File: config.mk
export PLATFORM = sky130hd
export DESIGN_NAME = qec_counter
export DESIGN_NICKNAME = d
export VERILOG_FILES = /design/src/design/qec_pkg.sv /design/src/design/qec_counter.sv
export SDC_FILE = /design/constraint.sdc
export NUM_CORES = 1
export LEC_CHECK = 0
export BUFFER_PORTS_ARGS = -buffer_cell sky130_fd_sc_hd__buf_2
export CAP_MARGIN = 10
export CORE_UTILIZATION = 59
export DETAILED_ROUTE_END_ITERATION = 7
export PLACE_DENSITY = 0.81
export SKIP_LAST_GASP = 1
export SYNTH_ARGS = -nofsm -noshare
export SYNTH_HDL_FRONTEND = slang
export SYNTH_SLANG_ARGS = --single-unit
File: constraint.sdc
create_clock -name clk -period 5.07 [get_ports clk]
set_input_delay 1.521 -clock clk [delete_from_list [all_inputs] [get_ports clk]]
set_output_delay 1.521 -clock clk [all_outputs]
set_load 0.005 [all_outputs]
File: src/design/qec_pkg.sv
// package: register map, field positions, reset values and timing of the encoder counter
package qec_pkg;
   // register byte offsets
   localparam logic [7:0] QEC_OFS_COUNT    = 8'h00;
   localparam logic [7:0] QEC_OFS_TOTAL    = 8'h04;
   localparam logic [7:0] QEC_OFS_CTRL     = 8'h08;
   localparam logic [7:0] QEC_OFS_STATUS   = 8'h0c;
   localparam logic [7:0] QEC_OFS_IRQCLR   = 8'h10;
   localparam logic [7:0] QEC_OFS_IRQEN    = 8'h14;
   localparam logic [7:0] QEC_OFS_INPUTS   = 8'h18;
   localparam int         QEC_ADDR_W       = 8;
   // control field positions
   localparam int QEC_CTL_ARM      = 0;
   localparam int QEC_CTL_CNTRST   = 1;
   localparam int QEC_CTL_UPDOWN   = 2;
   localparam int QEC_CTL_FILTER   = 3;
   localparam int QEC_CTL_IDXPOL   = 4;
   localparam int QEC_CTL_GATEUSE  = 5;
   localparam int QEC_CTL_GATEPOL  = 6;
   localparam int QEC_CTL_W        = 7;
   localparam logic [6:0] QEC_CTL_RESET = 7'h08;
   // event bits: index zeroing done, count step, illegal transition
   localparam int QEC_EV_ZERO  = 0;
   localparam int QEC_EV_STEP  = 1;
   localparam int QEC_EV_ERR   = 2;
   localparam int QEC_EV_W     = 3;
   // filter lengths in sample clocks
   localparam logic [3:0] QEC_FILT_LONG  = 4'hf;
   localparam logic [3:0] QEC_FILT_SHORT = 4'h3;
   // sample clock rates (Hz) of the two card families
   localparam int QEC_CLK_PCI_HZ = 33000000;
   localparam int QEC_CLK_PAR_HZ = 50000000;
   localparam logic [1:0] QEC_RESP_OKAY   = 2'b00;
   localparam logic [1:0] QEC_RESP_SLVERR = 2'b10;

   typedef struct packed {
      logic phaseA;
      logic phaseB;
      logic index;
      logic gate;
   } qec_enc_t;

   typedef struct packed {
      logic       arm;
      logic       cntRst;
      logic       upDown;
      logic       filter;
      logic       idxPol;
      logic       gateUse;
      logic       gatePol;
   } qec_ctl_t;
endpackage

File: src/design/qec_counter.sv
// encoder counter core with filtered inputs, index zeroing and an AXI4-Lite register slave
//
// Design decisions made here: the register offsets and register access over AXI4-Lite.
`timescale 1ns/1ps
//////////////////////////////////////////////////////////////////////////////
// Function
// - takes phase A, B, index; build option adds an index gate input.
// - keeps signed 32-bit count since last reset or index zeroing.
// - armed zeroing clears count on next qualified index, then clears arm bit.
// - second signed 32-bit total counts all steps, zeroed only by sys_rst, never by index or reset bit.
// - count held zero while reset bit is true; software must release it.
// - style bit defaults false for quadrature; true selects up/down on A.
// - filter bit true needs 15 stable clocks, false needs 3; shorter pulses dropped.
// - sample clock is 33 MHz on PCI cards, 50 MHz on parallel card.
// - polarity bit true uses rising index edge, false uses falling edge.
// - gate use bit true lets index act only while gate is active.
// - gate polarity bit true makes gate active low, false active high.
// - quadrature counts both edges of both phases, four per line cycle.
// - up/down mode counts each rising A edge, B level sets direction.
module qec_counter
   import qec_pkg::*;
#(
   parameter bit HAS_GATE  = 1'b1,
   parameter int CLK_HZ    = QEC_CLK_PCI_HZ
)(
   input  wire logic                  clk,
   input  wire logic                  sys_rst,
   input  wire qec_enc_t              encIn,
   input  wire logic [QEC_ADDR_W-1:0] s_axi_awaddr,
   input  wire logic                  s_axi_awvalid,
   output logic                       s_axi_awready,
   input  wire logic [31:0]           s_axi_wdata,
   input  wire logic [3:0]            s_axi_wstrb,
   input  wire logic                  s_axi_wvalid,
   output logic                       s_axi_wready,
   output logic [1:0]                 s_axi_bresp,
   output logic                       s_axi_bvalid,
   input  wire logic                  s_axi_bready,
   input  wire logic [QEC_ADDR_W-1:0] s_axi_araddr,
   input  wire logic                  s_axi_arvalid,
   output logic                       s_axi_arready,
   output logic [31:0]                s_axi_rdata,
   output logic [1:0]                 s_axi_rresp,
   output logic                       s_axi_rvalid,
   input  wire logic                  s_axi_rready,
   output logic                       irq
);

   //////////////////////////////////////////////////////////////////////////
   // input filter
   logic [2:0]  rawIn;
   logic [2:0]  filtIn_r;
   logic [3:0]  filtCnt_r [3];
   logic [3:0]  filtLen;
   logic        gateLvl;

   assign gateLvl = HAS_GATE ? encIn.gate : 1'b0;
   assign rawIn   = {encIn.index, encIn.phaseB, encIn.phaseA};

   qec_ctl_t    ctl_r;
   assign filtLen = ctl_r.filter ? QEC_FILT_LONG : QEC_FILT_SHORT;

   genvar gi;
   generate
      for (gi = 0; gi < 3; gi++) begin : g_filt
         always_ff @(posedge clk) begin
            if (sys_rst) begin
               filtCnt_r[gi] <= 4'h0;
               filtIn_r[gi]  <= 1'b0;
            end else if (rawIn[gi] == filtIn_r[gi]) begin
               filtCnt_r[gi] <= 4'h0;
            end else if (filtCnt_r[gi] + 4'h1 >= filtLen) begin
               filtCnt_r[gi] <= 4'h0;
               filtIn_r[gi]  <= rawIn[gi];
            end else begin
               filtCnt_r[gi] <= filtCnt_r[gi] + 4'h1;
            end
         end
      end
   endgenerate

   logic [2:0] prevIn_r;
   always_ff @(posedge clk) begin
      if (sys_rst) begin
         prevIn_r <= 3'h0;
      end else begin
         prevIn_r <= filtIn_r;
      end
   end

   //////////////////////////////////////////////////////////////////////////
   // step decode
   logic        stepUp;
   logic        stepDn;
   logic        badStep;
   logic        aNow;
   logic        bNow;
   logic        aOld;
   logic        bOld;

   assign aNow = filtIn_r[0];
   assign bNow = filtIn_r[1];
   assign aOld = prevIn_r[0];
   assign bOld = prevIn_r[1];

   always_comb begin
      stepUp  = 1'b0;
      stepDn  = 1'b0;
      badStep = 1'b0;
      if (ctl_r.upDown) begin
         if (aNow && !aOld) begin
            stepUp = !bNow;
            stepDn = bNow;
         end
      end else if ((aNow != aOld) && (bNow != bOld)) begin
         badStep = 1'b1;
      end else if ((aNow != aOld) || (bNow != bOld)) begin
         stepUp = !(aOld ^ bNow);
         stepDn = aOld ^ bNow;
      end
   end

   //////////////////////////////////////////////////////////////////////////
   // index qualification
   logic        idxEdge;
   logic        gateOk;
   logic        idxHit;

   assign idxEdge = ctl_r.idxPol ? (filtIn_r[2] && !prevIn_r[2])
                                 : (!filtIn_r[2] && prevIn_r[2]);
   assign gateOk  = !ctl_r.gateUse || (gateLvl ^ ctl_r.gatePol);
   assign idxHit  = ctl_r.arm && idxEdge && gateOk;

   //////////////////////////////////////////////////////////////////////////
   // counters
   logic [31:0] count_r;
   logic [31:0] total_r;

   always_ff @(posedge clk) begin
      if (sys_rst) begin
         count_r <= 32'h0;
      end else if (ctl_r.cntRst || idxHit) begin
         count_r <= 32'h0;
      end else if (stepUp) begin
         count_r <= count_r + 32'h1;
      end else if (stepDn) begin
         count_r <= count_r - 32'h1;
      end
   end

   always_ff @(posedge clk) begin
      if (sys_rst) begin
         total_r <= 32'h0;
      end else if (stepUp) begin
         total_r <= total_r + 32'h1;
      end else if (stepDn) begin
         total_r <= total_r - 32'h1;
      end
   end

   //////////////////////////////////////////////////////////////////////////
   // AXI4-Lite slave
   logic                  awHeld_r;
   logic                  wHeld_r;
   logic [QEC_ADDR_W-1:0] awAddr_r;
   logic [31:0]           wData_r;
   logic [3:0]            wStrb_r;
   logic                  doWrite;
   logic                  wrCtl;
   logic                  wrClr;
   logic                  wrEn;
   logic [QEC_EV_W-1:0]   evStat_r;
   logic [QEC_EV_W-1:0]   evEn_r;
   logic [QEC_EV_W-1:0]   evNow;

   assign doWrite = awHeld_r && wHeld_r && !s_axi_bvalid;
   assign wrCtl   = doWrite && (awAddr_r == QEC_OFS_CTRL) && wStrb_r[0];
   assign wrClr   = doWrite && (awAddr_r == QEC_OFS_IRQCLR) && wStrb_r[0];
   assign wrEn    = doWrite && (awAddr_r == QEC_OFS_IRQEN) && wStrb_r[0];

   always_ff @(posedge clk) begin
      if (sys_rst) begin
         awHeld_r      <= 1'b0;
         awAddr_r      <= '0;
         s_axi_awready <= 1'b0;
      end else if (s_axi_awvalid && s_axi_awready) begin
         awHeld_r      <= 1'b1;
         awAddr_r      <= s_axi_awaddr;
         s_axi_awready <= 1'b0;
      end else if (doWrite) begin
         awHeld_r      <= 1'b0;
      end else begin
         s_axi_awready <= !awHeld_r && !s_axi_bvalid;
      end
   end

   always_ff @(posedge clk) begin
      if (sys_rst) begin
         wHeld_r      <= 1'b0;
         wData_r      <= 32'h0;
         wStrb_r      <= 4'h0;
         s_axi_wready <= 1'b0;
      end else if (s_axi_wvalid && s_axi_wready) begin
         wHeld_r      <= 1'b1;
         wData_r      <= s_axi_wdata;
         wStrb_r      <= s_axi_wstrb;
         s_axi_wready <= 1'b0;
      end else if (doWrite) begin
         wHeld_r      <= 1'b0;
      end else begin
         s_axi_wready <= !wHeld_r && !s_axi_bvalid;
      end
   end

   always_ff @(posedge clk) begin
      if (sys_rst) begin
         s_axi_bvalid <= 1'b0;
         s_axi_bresp  <= QEC_RESP_OKAY;
      end else if (doWrite) begin
         s_axi_bvalid <= 1'b1;
         case (awAddr_r)
            QEC_OFS_CTRL, QEC_OFS_IRQCLR, QEC_OFS_IRQEN: s_axi_bresp <= QEC_RESP_OKAY;
            QEC_OFS_COUNT, QEC_OFS_TOTAL, QEC_OFS_STATUS,
            QEC_OFS_INPUTS: s_axi_bresp <= QEC_RESP_OKAY;
            default: s_axi_bresp <= QEC_RESP_SLVERR;
         endcase
      end else if (s_axi_bready) begin
         s_axi_bvalid <= 1'b0;
      end
   end

   // control word packed and unpacked by field position
   logic [QEC_CTL_W-1:0] ctlWord;
   qec_ctl_t             ctlWr;
   qec_ctl_t             ctlRst;

   always_comb begin
      ctlWord                  = '0;
      ctlWord[QEC_CTL_ARM]     = ctl_r.arm;
      ctlWord[QEC_CTL_CNTRST]  = ctl_r.cntRst;
      ctlWord[QEC_CTL_UPDOWN]  = ctl_r.upDown;
      ctlWord[QEC_CTL_FILTER]  = ctl_r.filter;
      ctlWord[QEC_CTL_IDXPOL]  = ctl_r.idxPol;
      ctlWord[QEC_CTL_GATEUSE] = ctl_r.gateUse;
      ctlWord[QEC_CTL_GATEPOL] = ctl_r.gatePol;
   end

   always_comb begin
      ctlWr.arm     = wData_r[QEC_CTL_ARM];
      ctlWr.cntRst  = wData_r[QEC_CTL_CNTRST];
      ctlWr.upDown  = wData_r[QEC_CTL_UPDOWN];
      ctlWr.filter  = wData_r[QEC_CTL_FILTER];
      ctlWr.idxPol  = wData_r[QEC_CTL_IDXPOL];
      ctlWr.gateUse = wData_r[QEC_CTL_GATEUSE];
      ctlWr.gatePol = wData_r[QEC_CTL_GATEPOL];
   end

   always_comb begin
      ctlRst.arm     = QEC_CTL_RESET[QEC_CTL_ARM];
      ctlRst.cntRst  = QEC_CTL_RESET[QEC_CTL_CNTRST];
      ctlRst.upDown  = QEC_CTL_RESET[QEC_CTL_UPDOWN];
      ctlRst.filter  = QEC_CTL_RESET[QEC_CTL_FILTER];
      ctlRst.idxPol  = QEC_CTL_RESET[QEC_CTL_IDXPOL];
      ctlRst.gateUse = QEC_CTL_RESET[QEC_CTL_GATEUSE];
      ctlRst.gatePol = QEC_CTL_RESET[QEC_CTL_GATEPOL];
   end

   // control register; arm clears itself on a hit
   always_ff @(posedge clk) begin
      if (sys_rst) begin
         ctl_r <= ctlRst;
      end else begin
         if (wrCtl) begin
            ctl_r <= ctlWr;
         end
         if (idxHit) begin
            ctl_r.arm <= 1'b0;
         end
      end
   end

   //////////////////////////////////////////////////////////////////////////
   // interrupts
   always_comb begin
      evNow = '0;
      evNow[QEC_EV_ZERO] = idxHit;
      evNow[QEC_EV_STEP] = stepUp || stepDn;
      evNow[QEC_EV_ERR]  = badStep;
   end

   // set wins over clear
   always_ff @(posedge clk) begin
      if (sys_rst) begin
         evStat_r <= '0;
         evEn_r   <= '0;
         irq      <= 1'b0;
      end else begin
         evStat_r <= (evStat_r & ~(wrClr ? wData_r[QEC_EV_W-1:0] : '0)) | evNow;
         if (wrEn) begin
            evEn_r <= wData_r[QEC_EV_W-1:0];
         end
         irq <= |(evStat_r & evEn_r);
      end
   end

   //////////////////////////////////////////////////////////////////////////
   // read channel
   always_ff @(posedge clk) begin
      if (sys_rst) begin
         s_axi_arready <= 1'b0;
         s_axi_rvalid  <= 1'b0;
         s_axi_rdata   <= 32'h0;
         s_axi_rresp   <= QEC_RESP_OKAY;
      end else if (s_axi_arvalid && s_axi_arready) begin
         s_axi_arready <= 1'b0;
         s_axi_rvalid  <= 1'b1;
         s_axi_rresp   <= QEC_RESP_OKAY;
         case (s_axi_araddr)
            QEC_OFS_COUNT:  s_axi_rdata <= count_r;
            QEC_OFS_TOTAL:  s_axi_rdata <= total_r;
            QEC_OFS_CTRL:   s_axi_rdata <= {25'h0, ctlWord};
            QEC_OFS_STATUS: s_axi_rdata <= {29'h0, evStat_r};
            QEC_OFS_IRQCLR: s_axi_rdata <= 32'h0;
            QEC_OFS_IRQEN:  s_axi_rdata <= {29'h0, evEn_r};
            QEC_OFS_INPUTS: s_axi_rdata <= {28'h0, gateLvl, filtIn_r};
            default: begin
               s_axi_rdata <= 32'h0;
               s_axi_rresp <= QEC_RESP_SLVERR;
            end
         endcase
      end else if (s_axi_rvalid) begin
         if (s_axi_rready) begin
            s_axi_rvalid <= 1'b0;
         end
      end else begin
         s_axi_arready <= 1'b1;
      end
   end

endmodule

# After elaboration in Yosys (flattened, before gate mapping)

Memories as Yosys holds them, arrays and structs flattened.
Index checks and enable logic that the tools add are counted.

Add/sub/neg operators: 7
Multiply operators: 0
Divide/modulo/power cells: 0
$lt $le $gt $ge: 3
Equal/unequal tests: 17
Shift operators: 0
Mux-type cells: 72
Bitwise gates (word level): 18
Reduce and logical (&&, ||, !) cells: 49

Operator list:

| cell                    | number |
|---|---|
| $pmux W32 S6            | 1 |
| $mux W32                | 4 |
| $add A32 B1 Y32 const B | 2 |
| $sub A32 B1 Y32 const B | 2 |
| $mux W1                 | 54 |
| $eq A8 B5 Y1 const B    | 6 |
| $mux W4                 | 10 |
| $eq A8 B4 Y1 const B    | 4 |
| $logic_and A1 B1 Y1     | 19 |
| $eq A8 B3 Y1 const B    | 2 |
| $logic_not A8 Y1        | 2 |
| $reduce_or A7 Y1        | 2 |
| $add A4 B1 Y4 const B   | 3 |
| $ge A4 B4 Y1            | 3 |
| $reduce_or A2 Y1        | 5 |
| $logic_not A1 Y1        | 9 |
| $or A1 B1 Y1            | 9 |
| $reduce_bool A2 Y1      | 4 |
| $and A3 B3 Y3           | 2 |
| $reduce_and A2 Y1       | 3 |
| $logic_or A1 B1 Y1      | 4 |
| $mux W2                 | 2 |
| $eq A1 B1 Y1            | 3 |
| $mux W3                 | 1 |
| 6 further kinds         | 10 |

Bits in registers: 143
Bits in latches: 0
Bits in writable memories: 12
Memory bits (read-only): 0
Output and inout bits: 42
Word-level logic and storage cells: 196
Memories: 1

Memory list:

| memory    | depth | bits a word | rd ports | clocked after Yosys merged registers in | write ports | RTL line          | text |
|---|---|---|---|---|---|---|---|
| filtCnt_r | 3     | 4           | 3        | 0                                       | 3           | qec_counter.sv:53 | `logic [3:0] filtCnt_r [3];` |

# Logic depth before layout (Yosys ltp)

An unclocked memory read counts as a cell.

Word-level depth: 9
Depth in mapped cells: 17
Depth with buffers taken out: 14

# Worst setup path after synthesis

Ideal clock, no wire load.

Path kind: reg-to-reg
Start point: register prevIn_r[0]
End point: register count_r[26]
Arrival time: 4.010 ns
Data required time: 5.008 ns
Setup slack: 0.998 ns
Cell stages (with the launch flop): 18
Path buffers: 3
Clock period less this slack: 4.072 ns
Cell sequence: dfxtp_1 -> inv_1 -> ha_1 -> xnor2_1 -> mux2i_1 -> nand2_1 -> clkbuf_1 -> buf_2 -> buf_1 -> xnor2_1 -> ha_1 -> nor4_1 -> nand3_1 -> a31oi_1 -> a211oi_1 -> and3_1 -> or4_1 -> nand3_1

Word-level cells in the longest chain between the ends: 6

Ends and longest elaborated chain:

| what                                                   | RTL line                               | text |
|---|---|---|
| start: declaration                                     | qec_counter.sv:82                      | `logic [2:0] prevIn_r;` |
| start signal: assignment                               | qec_counter.sv:87                      | `prevIn_r <= filtIn_r;` |
| $xor A1 B1 Y1 or $ne A1 B1 Y1 (tied branches)          | --                                     |  |
| $logic_not A1 Y1 or $logic_or A1 B1 Y1 (tied branches) | qec_counter.sv:118, qec_counter.sv:117 |  |
| $mux W1                                                | qec_counter.sv:117                     | `end else if ((aNow != aOld) \|\| (bNow != bOld)) begin` |
| $mux W1                                                | qec_counter.sv:115                     | `end else if ((aNow != aOld) && (bNow != bOld)) begin` |
| $mux W1                                                | qec_counter.sv:110                     | `if (ctl_r.upDown) begin` |
| $mux W32 or $reduce_bool A2 Y1 (tied branches)         | --                                     |  |
| end signal: assignment                                 | qec_counter.sv:145                     | `count_r <= count_r + 32'h1;` |
| end signal: assignment                                 | qec_counter.sv:147                     | `count_r <= count_r - 32'h1;` |
| end: declaration                                       | qec_counter.sv:136                     | `logic [31:0] count_r;` |

Parallel ways exist; a longest one is shown, timed or not.
A chain may end at the register's enable or synchronous reset.

# Worst setup path in the final report

Start point: register filtIn_r[0] (netlist: aNow)
End point: register count_r[26]

Word-level cells in the longest chain between the ends: 6

Ends and longest elaborated chain:

| what                                           | RTL line                               | text |
|---|---|---|
| start: declaration                             | qec_counter.sv:52                      | `logic [2:0] filtIn_r;` |
| start signal: indexed assignment               | qec_counter.sv:74                      | `filtIn_r[gi] <= rawIn[gi];` |
| $ne A1 B1 Y1                                   | qec_counter.sv:115, qec_counter.sv:117 |  |
| $logic_or A1 B1 Y1                             | qec_counter.sv:117                     |  |
| $mux W1                                        | qec_counter.sv:117                     |  |
| $mux W1                                        | qec_counter.sv:115                     |  |
| $mux W1                                        | qec_counter.sv:110                     |  |
| $mux W32 or $reduce_bool A2 Y1 (tied branches) | --                                     |  |

Parallel ways exist; a longest one is shown, timed or not.

==> flow_summary.json <==
{
  "ant_nets": 0,
  "yosysSeqAreaShare_pct": 35.9,
  "cap_violations": 0,
  "yosysWarnings": 0,
  "route.detailed.drc": 0,
  "antenna_found_initial": 0,
  "root_buffer": "clkbuf_16",
  "hold_violations": 0,
  "clockPowerShare_pct": 37.5,
  "gp_congestion": 0.942,
  "finalMaxSlewViolations": 0,
  "numClockSinks": 153,
  "synth_area_leaders": "dfxtp_1 32%, nor2_1 5.7%, nand2_1 5.5%",
  "dr_total_vias": 8910,
  "drtIter0Drc": 1056,
  "fin_util_pct": 67.6,
  "start_util_pct": 60.9,
  "cts_buffers": 17,
  "wl_mm": 25.5,
  "cts_max_level": 4,
  "nNetsFinal": 1247,
  "yosysTopAreaCell": "dfxtp_1",
  "power.switching_mw": 1.11,
  "multi_input_area_um2": 5310,
  "die_h_um": 125,
  "synth_edf_count": 12,
  "rr_startpoint": "aNow",
  "seq_power_share_pct": 40.7,
  "rsz0062_at_grt": "false",
  "grt_start_max_net_pins": 50,
  "worstSetupPathType": "flip-flop to flip-flop",
  "syn-cell-area_um2": 8880,
  "layout-area-overhead-vs-synth_pct": 11.0,
  "hold_path.startpoint": "s_axi_rdata[10]",
  "hold_class": "flip-flop to flip-flop",
  "synth_cell_types": 71,
  "routedWlPerCell_um": 18.7,
  "layout-drive-gt1-share_pct": 11.3,
  "clock_skew_ns": 0.0129,
  "clkLatencyLatePin_ns": 0.44,
  "setup_tns_ns": 0,
  "path_max_fanout": 5,
  "post_cts_resized": 0,
  "tightestPinTransition_ns": 1.01,
  "fillCellCount": 1223,
  "peakVddDrop_mv": 0.243,
  "setup_violations": 0,
  "grt-ovfl-total": 0,
  "p_comb_share_pct": 21.8,
  "power.density_nw_per_um2": 348,
  "clock.fmax_mhz": 244,
  "diodes": 0,
  "fp-row-count": 44,
  "cts_setup_buffers": 0,
  "status": "finished clean",
  "grt_pass1_vias": 8153,
  "synth-seq-cells": 153,
  "period_share_pct": 81.0,
  "grt_pass1_wl_mm": 40.8,
  "endpoint_kind": "flip-flop",
  "async_flop_share_pct": 0,
  "synthFlopType": "dfxtp_1",
  "worstPathRequired_ns": 5.44,
  "start_kind": "flip-flop",
  "die_area_um2": 15500,
  "die_w_um": 125,
  "fin_crit_ns": 4.10,
  "coreArea_um2": 14600,
  "pin_count": 105,
  "dpl.hpwl_mm": 17.4,
  "relSlewSlack_pct": 32.2,
  "swShare_pct": 32.3,
  "cp-startpoint": "aNow",
  "p_int_mw": 2.32,
  "viasPerCell": 6.53,
  "cts_hold_buf": 0,
  "synth_top_area_share_pct": 31.8,
  "avgSynthCellArea_um2": 7.74,
  "cp_data_arrival_time_ns": 4.48,
  "drt_first_pass_iters": 6,
  "clock_path_buffers": 2,
  "synthCells": 1147,
  "clk_pin_slew_ns": 0.06,
  "place.port_buffers": 74,
  "final-seq-area_um2": 3180,
  "cts_tree": "yes",
  "grt.total_usage_pct": 32.6,
  "p_leak_nw": 3.95
}
[power groups by stage]
stage                     registers, mW  clock network, mW  logic (mW)
after floorplan                    1.34                  0       0.620
after global placement             1.41                  0       0.717
after detailed placement           1.41                  0       0.721
after CTS                          1.39               1.30       0.729
after global routing               1.40               1.35       0.826
final                              1.39               1.29       0.747
[synthesized netlist by cell type, types with 6 or more instances]
cell,instances
dfxtp_1,141
xor2_1,28
a211oi_1,6
or3_1,23
nand3_1,41
nand3b_1,6
and3_1,24
mux2i_1,28
o211ai_1,6
nor3_1,45
clkbuf_1,78
a2111oi_0,6
inv_1,16
nor4_1,31
a21o_1,6
edfxtp_1,12
or4_1,27
o21ai_1,6
nor2_1,135
xnor2_1,33
nor2b_1,7
nand2_1,129
a21oi_1,60
a22oi_1,34
buf_2,12
a31oi_1,8
o21ai_0,60
nand2b_1,6
ha_1,15
nand4_1,31
[layout make-up]
class	count	area share, %
clock buffers	17	4.32
clock inverters	14	1.65
inverters	16	0.609
multi-input cells	892	53.9
flip-flops and latches	153	32.3
well taps	184	2.34
repair buffers	89	4.90
[final timing paths]
| kind | end | slack, ns | cells after the start |
|---|---|---|---|
| worst max-delay path | count_r[26] | 0.97 | 13 |
| worst min-delay path | s_axi_rdata[10] | 0.45 | 2 |
| worst max register to register | count_r[26] | 0.97 | 13 |
| worst min register to register | s_axi_rdata[10] | 0.45 | 2 |
[routing by layer]
| metal | global-route usage (%) | up-vias | wire [um] |
|---|---|---|---|
| met2 | 51.4 | 456 | 11700 |
| met3 | 6.19 | 71 | 2220 |
| met5 | 0 | - | 0 |
| met4 | 13.8 | 0 | 714 |
| met1 | 43.5 | 4194 | 10800 |
| li1 | - | 4189 | - |
[layout by cell type, fill, tap and decap left out, drive strengths merged, types with 33 or more instances in the layout]
master,synthesis,final
xnor2,33,33
nand2,129,129
nand3,41,41
buf,19,89
o21ai,66,66
a22oi,34,34
nor3,45,45
a21oi,60,60
dfxtp,141,141
nor2,135,135
[stage by stage]
step                      power [mW]  worst slack, ns  instance area, um^2  std cells  hold WS, ns
after floorplan                 1.96            0.998                 8920       1159        0.431
after global routing            3.58            0.707                 9860       1365        0.481
after detailed placement        2.13             1.05                 9270       1334        0.439
final                           3.43            0.965                 9860       1365        0.446
after global placement          2.13             1.21                 9270       1334        0.429
after CTS                       3.41             1.02                 9860       1365        0.453
[worst max-delay path, stage by stage, from the launching register on]
cell,delay (ns)
dfxtp_1,0.43
ha_1,0.32
xnor2_1,0.36
mux2i_2,0.29
nand2_1,0.19
xnor2_1,0.18
ha_1,0.24
nor4_1,0.55
nand3_1,0.23
a31oi_1,0.32
a211oi_1,0.14
and3_1,0.23
or4_1,0.47
nand3_1,0.09
[sequential cells by signal, summed over array words and instances (netlist names), 3 cells and up]
register     count
total_r         32
prevIn_r         3
awAddr_r         8
wData_r          7
filtCnt_r       12
evStat_r         3
ctlWord          7
count_r         32
s_axi_rdata     32
evEn_r           3
[cells by family after synthesis]
| logic type | synth area share [%] |
|---|---|
| compound gates | 16.6 |
| other cells | 0.0846 |
| flops | 35.9 |
| fa+ha+maj | 2.11 |
| buf+inv | 5.09 |
| simple gates | 30.1 |
| mux | 3.83 |
| xor+xnor | 6.29 |
Note: power is estimated with default switching activity, not from simulation.
